`src/rtl/smb_cfg.svh`:
```
// bit positions, reset values and sizes of the mode burst sequencer
// assumes: included by the sequencer file
`ifndef SMB_CFG_SVH
`define SMB_CFG_SVH
`define SMB_BL_LSB     0
`define SMB_BL_MSB     2
`define SMB_ORD_BIT    3
`define SMB_RL_LSB     4
`define SMB_RL_MSB     6
`define SMB_OM_LSB     7
`define SMB_OM_MSB     8
`define SMB_WSGL_BIT   9
`define SMB_RSV_LSB    10
`define SMB_MODE_W     14
`define SMB_MODE_RST   14'h0000
`define SMB_BL_FULL    3'h7
`define SMB_PAGE_WORDS 9'h100
`define SMB_FIFO_DEPTH 16
`define SMB_FIFO_W     10
`endif

```
`src/rtl/smb_pkg.sv`:
```
// types of the mode burst sequencer
// assumes: smb_cfg.svh on the include path
package smb_pkg;
  // command code {ras_n, cas_n, we_n}
  typedef enum logic [2:0] {
    SMB_CMD_LMR = 3'h0,
    SMB_CMD_WR  = 3'h4,
    SMB_CMD_RD  = 3'h5,
    SMB_CMD_BST = 3'h6
  } smb_cmd_type;
  typedef enum logic {
    SMB_ST_IDLE = 1'b0,
    SMB_ST_RUN  = 1'b1
  } smb_state_type;
endpackage

```
`src/rtl/smb_sequencer.sv`:
```
// column fifo and mode register burst sequencer
// assumes: command pins arrive from outside the i_mclk domain
`include "smb_cfg.svh"

// ********************************
// fifo
// ********************************
module smb_fifo #(
  parameter int WIDTH = `SMB_FIFO_W,
  parameter int DEPTH = `SMB_FIFO_DEPTH
) (
  input  wire logic             i_mclk,
  input  wire logic             i_arst_n,
  input  wire logic             i_valid,
  output logic                  o_ready,
  input  wire logic [WIDTH-1:0] i_data,
  output logic                  o_valid,
  input  wire logic             i_ready,
  output logic      [WIDTH-1:0] o_data
);
  localparam int AW = $clog2(DEPTH);
  logic [WIDTH-1:0] mem_q [DEPTH];
  logic [AW:0]      wr_q;
  logic [AW:0]      rd_q;
  logic             push;
  logic             pop;

  assign o_ready = (wr_q - rd_q) != DEPTH[AW:0];
  assign o_valid = wr_q != rd_q;
  assign push    = i_valid & o_ready;
  assign pop     = o_valid & i_ready;
  assign o_data  = mem_q[rd_q[AW-1:0]];

  always_ff @(posedge i_mclk) begin
    if (push) begin
      mem_q[wr_q[AW-1:0]] <= i_data;
    end
  end

  always_ff @(posedge i_mclk or negedge i_arst_n) begin
    if (!i_arst_n) begin
      wr_q <= '0;
      rd_q <= '0;
    end else begin
      wr_q <= wr_q + (AW+1)'(push);
      rd_q <= rd_q + (AW+1)'(pop);
    end
  end
endmodule // smb_fifo

// ********************************
// sequencer
// ********************************
module smb_sequencer (
  input  wire logic        i_mclk,
  input  wire logic        i_arst_n,
  input  wire logic        i_cs_n,
  input  wire logic        i_ras_n,
  input  wire logic        i_cas_n,
  input  wire logic        i_we_n,
  input  wire logic [1:0]  i_ba,
  input  wire logic [11:0] i_addr,
  input  wire logic        i_col_ready,
  output logic             o_col_valid,
  output logic      [7:0]  o_col_addr,
  output logic             o_col_write,
  output logic             o_col_last,
  output logic             o_dq_oe_n,
  output logic             o_rd_valid,
  output logic             o_burst_busy,
  output logic      [8:0]  o_burst_words,
  output logic      [1:0]  o_read_latency,
  output logic             o_cfg_reserved
);
  import smb_pkg::*;

  // ********************************
  // decode helpers
  // ********************************
  function automatic logic [8:0] bl_words(input logic [2:0] c);
    case (c)
      3'h0:         bl_words = 9'h001;
      3'h1:         bl_words = 9'h002;
      3'h2:         bl_words = 9'h004;
      3'h3:         bl_words = 9'h008;
      `SMB_BL_FULL: bl_words = `SMB_PAGE_WORDS;
      default:      bl_words = 9'h001;
    endcase
  endfunction

  function automatic logic [7:0] col_at(input logic [7:0] s, input logic [7:0] i,
                                        input logic [7:0] m, input logic il);
    logic [7:0] o;
    o = il ? (s ^ i) : (s + i);
    col_at = (s & ~m) | (o & m);
  endfunction

  // ********************************
  // pin synchroniser
  // ********************************
  logic [17:0] sync1_q;
  logic [17:0] sync2_q;

  always_ff @(posedge i_mclk or negedge i_arst_n) begin
    if (!i_arst_n) begin
      sync1_q <= 18'h20000;
      sync2_q <= 18'h20000;
    end else begin
      sync1_q <= {i_cs_n, i_ras_n, i_cas_n, i_we_n, i_ba, i_addr};
      sync2_q <= sync1_q;
    end
  end

  smb_cmd_type cmd;
  logic        sel;
  logic        lmr_evt;
  logic        rd_evt;
  logic        wr_evt;
  logic        bst_evt;
  assign cmd     = smb_cmd_type'(sync2_q[16:14]);
  assign sel     = !sync2_q[17];
  assign lmr_evt = sel && cmd == SMB_CMD_LMR && sync2_q[13:12] == 2'h0;
  assign rd_evt  = sel && cmd == SMB_CMD_RD;
  assign wr_evt  = sel && cmd == SMB_CMD_WR;
  assign bst_evt = sel && cmd == SMB_CMD_BST;

  // ********************************
  // mode register
  // ********************************
  logic [`SMB_MODE_W-1:0] mode_q;

  always_ff @(posedge i_mclk or negedge i_arst_n) begin
    if (!i_arst_n) begin
      mode_q <= `SMB_MODE_RST;
    end else if (lmr_evt) begin
      mode_q <= sync2_q[13:0];
    end
  end

  logic [2:0] bl_code;
  logic       il_req;
  logic [2:0] rl_code;
  assign bl_code        = mode_q[`SMB_BL_MSB:`SMB_BL_LSB];
  assign il_req         = mode_q[`SMB_ORD_BIT];
  assign rl_code        = mode_q[`SMB_RL_MSB:`SMB_RL_LSB];
  assign o_burst_words  = bl_words(bl_code);
  assign o_read_latency = (rl_code == 3'h1 || rl_code == 3'h2) ? rl_code[1:0] : 2'h3;
  assign o_cfg_reserved = (bl_code[2] && bl_code != `SMB_BL_FULL)
                        || (bl_code == `SMB_BL_FULL && il_req)
                        || rl_code == 3'h0 || rl_code[2]
                        || mode_q[`SMB_OM_MSB:`SMB_OM_LSB] != 2'h0
                        || mode_q[`SMB_MODE_W-1:`SMB_RSV_LSB] != 4'h0;

  bl_decode_a : assert property (@(posedge i_mclk) disable iff (!i_arst_n)
    (bl_code == 3'h3 |-> o_burst_words == 9'h008)
    and (bl_code == 3'h7 |-> o_burst_words == 9'h100)
    and (bl_code == 3'h0 |-> o_burst_words == 9'h001))
    else $error("burst length decode wrong");
  mode_rsv_a : assert property (@(posedge i_mclk) disable iff (!i_arst_n)
    (mode_q[8:7] != 2'h0 || mode_q[6:4] == 3'h0) |-> o_cfg_reserved)
    else $error("reserved mode not flagged");

  // ********************************
  // column generator
  // ********************************
  smb_state_type state_q;
  logic [7:0]    start_q;
  logic [8:0]    len_q;
  logic          il_q;
  logic          wr_q;
  logic [7:0]    idx_q;
  logic          fifo_in_ready;
  logic          push_valid;
  logic          push_fire;
  logic          push_last;
  logic [7:0]    push_col;
  logic [8:0]    cap_len;
  logic [7:0]    mask;

  // single location for writes when the write single bit is set
  assign cap_len    = (wr_evt && mode_q[`SMB_WSGL_BIT]) ? 9'h001 : o_burst_words;
  assign mask       = 8'(len_q - 9'h001);
  assign push_valid = state_q == SMB_ST_RUN;
  assign push_fire  = push_valid && fifo_in_ready;
  assign push_last  = {1'b0, idx_q} == len_q - 9'h001;
  assign push_col   = col_at(start_q, idx_q, mask, il_q);

  always_ff @(posedge i_mclk or negedge i_arst_n) begin
    if (!i_arst_n) begin
      start_q <= 8'h00;
      len_q   <= 9'h001;
      il_q    <= 1'b0;
      wr_q    <= 1'b0;
    end else if (rd_evt || wr_evt) begin
      start_q <= sync2_q[7:0];
      len_q   <= cap_len;
      il_q    <= il_req && bl_code != `SMB_BL_FULL;
      wr_q    <= wr_evt;
    end
  end

  always_ff @(posedge i_mclk or negedge i_arst_n) begin
    if (!i_arst_n) begin
      state_q <= SMB_ST_IDLE;
      idx_q   <= 8'h00;
    end else if (rd_evt || wr_evt) begin
      state_q <= SMB_ST_RUN;
      idx_q   <= 8'h00;
    end else if (bst_evt) begin
      state_q <= SMB_ST_IDLE;
    end else if (push_fire) begin
      idx_q <= idx_q + 8'h01;
      if (push_last) begin
        state_q <= SMB_ST_IDLE;
      end
    end
  end

  assign o_burst_busy = push_valid;

  smb_fifo #(
    .WIDTH (`SMB_FIFO_W),
    .DEPTH (`SMB_FIFO_DEPTH)
  ) u_fifo (
    .i_mclk   (i_mclk),
    .i_arst_n (i_arst_n),
    .i_valid  (push_valid),
    .o_ready  (fifo_in_ready),
    .i_data   ({push_last, wr_q, push_col}),
    .o_valid  (o_col_valid),
    .i_ready  (i_col_ready),
    .o_data   ({o_col_last, o_col_write, o_col_addr})
  );

  len_max_a : assert property (@(posedge i_mclk) disable iff (!i_arst_n)
    push_valid |-> {1'b0, idx_q} < len_q)
    else $error("burst ran past its length");
  block_keep_a : assert property (@(posedge i_mclk) disable iff (!i_arst_n)
    push_valid |-> (push_col & ~mask) == (start_q & ~mask))
    else $error("burst left its block");
  page_seq_a : assert property (@(posedge i_mclk) disable iff (!i_arst_n)
    (push_valid && len_q == 9'h100) |-> !il_q)
    else $error("full page burst interleaved");
  single_col_a : assert property (@(posedge i_mclk) disable iff (!i_arst_n)
    (push_valid && len_q == 9'h001) |-> push_col == start_q)
    else $error("single burst column wrong");
  seq_step_a : assert property (@(posedge i_mclk) disable iff (!i_arst_n)
    (push_fire && !push_last && !il_q && !rd_evt && !wr_evt && !bst_evt)
    |=> push_col == ((start_q & ~mask) | (($past(push_col) + 8'h01) & mask)))
    else $error("sequential step wrong");
  inter_a : assert property (@(posedge i_mclk) disable iff (!i_arst_n)
    (push_valid && il_q) |-> ((push_col ^ start_q) & mask) == (idx_q & mask))
    else $error("interleaved order wrong");
  wsingle_len_a : assert property (@(posedge i_mclk) disable iff (!i_arst_n)
    (wr_evt && mode_q[9]) |=> len_q == 9'h001)
    else $error("write single mode ignored");
  hold_a : assert property (@(posedge i_mclk) disable iff (!i_arst_n)
    (push_valid && !rd_evt && !wr_evt) |=> $stable(start_q) && $stable(len_q))
    else $error("burst settings changed mid burst");
  start_col_a : assert property (@(posedge i_mclk) disable iff (!i_arst_n)
    rd_evt |=> start_q == $past(sync2_q[7:0]))
    else $error("start column not captured");

  // ********************************
  // read latency
  // ********************************
  logic       rd1_q;
  logic       rd2_q;
  logic       drv_q;
  logic [8:0] rd_len_q;
  logic [8:0] rvcnt_q;
  logic       drv_d;

  assign drv_d = (o_read_latency == 2'h1 && rd_evt)
               || (o_read_latency == 2'h2 && rd1_q)
               || (o_read_latency == 2'h3 && rd2_q);

  always_ff @(posedge i_mclk or negedge i_arst_n) begin
    if (!i_arst_n) begin
      rd1_q    <= 1'b0;
      rd2_q    <= 1'b0;
      drv_q    <= 1'b0;
      rd_len_q <= 9'h001;
    end else begin
      rd1_q <= rd_evt;
      rd2_q <= rd1_q;
      drv_q <= drv_d && !bst_evt;
      if (rd_evt) begin
        rd_len_q <= o_burst_words;
      end
    end
  end

  always_ff @(posedge i_mclk or negedge i_arst_n) begin
    if (!i_arst_n) begin
      rvcnt_q <= 9'h000;
    end else if (bst_evt) begin
      rvcnt_q <= 9'h000;
    end else if (drv_q) begin
      rvcnt_q <= rd_len_q;
    end else if (rvcnt_q != 9'h000) begin
      rvcnt_q <= rvcnt_q - 9'h001;
    end
  end

  assign o_rd_valid = rvcnt_q != 9'h000;
  assign o_dq_oe_n  = !(drv_q || o_rd_valid);

  lat_two_a : assert property (@(posedge i_mclk) disable iff (!i_arst_n)
    (rd_evt && o_read_latency == 2'h2 && !o_rd_valid && !drv_q && !rd1_q)
    ##1 (!bst_evt && !rd_evt) [*2] |-> !o_dq_oe_n && !o_rd_valid ##1 o_rd_valid)
    else $error("latency two timing wrong");
  rd_field_a : assert property (@(posedge i_mclk) disable iff (!i_arst_n)
    (mode_q[6:4] == 3'h1) |-> o_read_latency == 2'h1)
    else $error("latency field misplaced");
endmodule // smb_sequencer

```
`config.mk`:
```
export PLATFORM = sky130hd
export DESIGN_NAME = smb_sequencer
export DESIGN_NICKNAME = d
export VERILOG_FILES = /design/src/rtl/smb_pkg.sv /design/src/rtl/smb_sequencer.sv
export VERILOG_INCLUDE_DIRS = /design/src /design/src/rtl
export SDC_FILE = /design/constraint.sdc
export NUM_CORES = 1
export LEC_CHECK = 0
export BUFFER_PORTS_ARGS = -buffer_cell sky130_fd_sc_hd__buf_2
export CELL_PAD_IN_SITES_DETAIL_PLACEMENT = 1
export CELL_PAD_IN_SITES_GLOBAL_PLACEMENT = 2
export CORE_AREA = 2 2 251 178
export DETAILED_ROUTE_END_ITERATION = 8
export DIE_AREA = 0 0 253 180
export PLACE_DENSITY_LB_ADDON = 0.1
export RECOVER_POWER = 100
export SETUP_SLACK_MARGIN = 0.1
export SYNTH_ARGS = -nofsm -noshare
export SYNTH_HDL_FRONTEND = slang
export SYNTH_SLANG_ARGS = --single-unit
```
`constraint.sdc`:
```
create_clock -name i_mclk -period 3.61 [get_ports i_mclk]
set_clock_uncertainty 0.05 [all_clocks]
set_input_delay 0.1805 -clock i_mclk [delete_from_list [all_inputs] [get_ports i_mclk]]
set_output_delay 0.1805 -clock i_mclk [all_outputs]
set_load 0.05 [all_outputs]
```
==> impl_metrics.ini <==
[hold_path]
timing.hold.worst.class = in -> reg
holdPathStages = 2

[worst_setup_path]
endpoint_kind = output pin
crit_type = reg -> out
r2r.worst_path.cells = 9
cp_slowest_cell = or4_1
path_max_fanout = 6
crit_path_cell_trace = or4_1, or3_1, nor2_1, clkinvlp_2, nor2_1, clkbuf_2
startpoint_type = register
cp_data_required_time_ns = 3.38
crit_top_cell = nor2_1
worst_ep_arrival_time_ns = 3.05
timing.critical_path.slowest_cell_delay_ns = 0.53

[clock_network]
cts_htree_levels = 1
cts_tree = built
cts_inserted_buffers = 29
skew_pair_late_insertion_delay_ns = 0.57
clock_path_buffers = 3
clock_slew_seen_by_the_registers_of_the_worst_setup_and_hold_paths_ns = 0.06
cts_sinks = 261
cts.root.buffer_cell = clkbuf_16

[status]
run_status = complete, but fails checks
violations = capacitance limit, slew limit

[sta]
setup_viol = 0
clock.fmax_mhz = 305
timing_worst_slew_pin_value_ns = 1.58
rsz0062_at_grt = false
worst_slack_ns = 0.328
max-slew-margin-rel_pct = -5.30
finalWorstPathRequiredPeriod_ns = 3.28
fin_crit_sh_pct = 90.9
slew_violations = 29
finalHoldViolCount = 0

[synth]
ys.flop_type = edfxtp_1
yosys-top-cells-area = edfxtp_1 (45%), dfrtp_1 (23%), mux4_2 (11%)
mappedNetlistArea_um2 = 10700
synthArstFlopShare_pct = 38.7
synth.lib_cells_used.distinct = 57
synth.yosys.seq_area_share_pct = 68.7
syn-mean-instance-area_um2 = 15.9
yosysTopAreaCellShare_pct = 45.0
synth_edf_count = 160
postSynthRegisterBits = 261
number_of_instances_in_the_synthesized_netlist = 670
synth_top_cell_by_area = edfxtp_1
yosysWarnings = 0

[cells_and_area]
finish.net_count = 812
post_route_cells_drive_above_1_share_pct = 23.2
antennaDiodeCount = 0
non_filler_cell_area_final_um2 = 12800
final_cell_count_no_fill = 1355
flow.area_growth_from_synthesis_pct = 20.2

[route]
post_drt_via_cell_ratio = 4.48
detail_route.wirelength_um = 28800
detail-route-antenna-nets = 0
route.vias.total = 6073
drt-initial-drc-count = 301
wl_per_cell_um = 21.2
drt_pre_antenna_iters = 4
route.detailed.drc = 0

[job]
maxCapViolCount = 1

[place]
pre_cts_slack_ns = 0.485
post-dp-hpwl_um = 20100
placed_inst_area_um2 = 11800
placedCellCount = 1281
place.gp.congestion = 0.751
port_buffers = 42

[global_route]
grt_pass1_wl_um = 44400
number_of_antenna_violations_at_the_first_check_in_global_routing = 1
number_of_global_route_vias_before_repair = 6645
grt_use_total_pct = 13.1
maximum_number_of_pins_on_one_net_before_global_route_repair = 56
grt_overflow_total = 0

[floorplan]
fp.dieArea_um2 = 45500
standard_cell_rows = 64
x_dimension_of_the_die_um = 253
dieHeight_um = 180
core_area_um2 = 43200
ioPinCount = 47
initial_utilization_pct = 24.7

[pwr]
powerDensity_nw_per_um2 = 874
total_leakage_power_nw = 4.76
vdd_ir_drop_max_mv = 0.387
power_mw = 11.2
[layout make-up]
class | instances | area [um2]
sequential | 261 | 7340
timing repair buffer | 98 | 623
clock buffer | 34 | 744
inverter | 22 | 83.8
clock inverter | 20 | 214
fill | 4565 | 30400
multi-input combinational | 359 | 3130
tap | 561 | 702
[path summary, 6_finish.rpt]
check                                from                 end  slack (ns)
setup / recovery               rvcnt_q[5]           o_dq_oe_n        0.33
hold / removal                  i_addr[5]          sync1_q[5]        0.20
setup reg to reg           u_fifo.wr_q[1]  u_fifo.mem_q[1][3]        0.39
hold reg to reg                sync1_q[2]          sync2_q[2]        0.29
max in group asynchronous        i_arst_n          rvcnt_q[5]        0.94
min in group asynchronous        i_arst_n         sync2_q[15]        0.43
[through the flow]
| step | setup TNS, ns | util (%) | hold WS, ns |
|---|---|---|---|
| floorplan | -3.00 | - | -0.165 |
| global placement | 0 | 27.3 | 0.226 |
| detailed placement | 0 | 27.3 | 0.240 |
| CTS | 0 | 30.0 | 0.166 |
| global route | 0 | 29.7 | 0.187 |
| finish | 0 | 29.7 | 0.203 |
[cells in the mapped netlist, drive strengths merged, types with 2 or more instances]
library cell  count
inv              22
xnor2            14
o21bai            2
a21o              2
or3b              2
a211oi            4
or2               3
nor3b             2
xor2             10
mux4             50
nand3            10
nand2b            6
buf              13
mux2             17
nor4bb            2
o22ai             3
nor3             18
nand4             6
edfxtp          160
dfrtp            97
o21ai            23
ha               19
or3               9
clkbuf           18
nor2             32
o211ai            3
and3              4
nor4              9
or4               7
a31oi             2
nor2b             9
o21a              2
a21oi            22
nand2            52
and2              3
dfstp             4
[worst max-delay path: cells and delay by family (launching register included)]
kind	cells	cell delay (ns)
buf+inv	2	0.68
simple gates	4	1.40
flops	1	0.41
[layout by cell type, fill, tap and decap left out, drive strengths merged, types with 10 or more instances in the layout]
cell / synthesis / final
ha: 19 / 19
edfxtp: 160 / 160
inv: 22 / 24
nand2: 52 / 52
clkbuf: 18 / 73
nand3: 10 / 10
xnor2: 14 / 14
clkinv: 0 / 10
xor2: 10 / 10
mux2: 17 / 17
dfrtp: 97 / 97
a21oi: 22 / 22
nor3: 18 / 18
buf: 13 / 39
nor2: 32 / 32
mux4: 50 / 50
o21ai: 23 / 23
dlygate4sd3: 0 / 20
[what timing repair did]
action,4_1_cts,5_1_grt
hold buffers,20,0
endpoints found under the hold margin,70,0
gates resized for setup,1,0
buffers inserted,0,0
endpoints found under the setup margin,1,0
[power breakdown]
part | total, mW | switching, mW | leakage (nW) | internal, mW
clock | 3.01 | 1.25 | 0.464 | 1.76
combinational | 3.92 | 2.52 | 1.59 | 1.39
sequential | 4.29 | 0.351 | 2.71 | 3.94
total | 11.2 | 4.12 | 4.76 | 7.10
[layer usage]
| layer | vias up | part of all wire (%) | global-route usage (%) |
|---|---|---|---|
| met4 | 0 | 2.4 | 3.46 |
| met2 | 105 | 41 | 18.1 |
| met1 | 3188 | 51 | 20.9 |
| met3 | 45 | 5.9 | 2.24 |
| li1 | 2735 | - | - |
| met5 | - | 0 | 0 |
[logic make-up (layout without fill, tap and decap cells)]
group | count (synthesis) | in the layout | synth area share [%]
and+or+nand+nor | 175 | 175 | 8.49
adders and majority gates | 20 | 20 | 2.41
buffers and inverters | 53 | 174 | 2.18
other | 1 | 4 | 0.0351
muxes | 68 | 68 | 12.4
DFF | 261 | 261 | 68.7
AOI/OAI and AO/OA | 68 | 68 | 3.80
xor gates and xnor gates | 24 | 24 | 1.97
[flip-flops by register name, indices dropped and copies added, names as in the netlist]
register / count
il_q: 1
o_burst_busy: 1
rd1_q: 1
u_fifo.wr_q: 5
sync2_q: 18
len_q: 5
u_fifo.mem_q: 160
sync1_q: 18
idx_q: 8
rd2_q: 1
u_fifo.rd_q: 5
rd_len_q: 5
start_q: 8
drv_q: 1
rvcnt_q: 9
wr_q: 1
mode_q: 14
(Power assumes the default switching activity.)
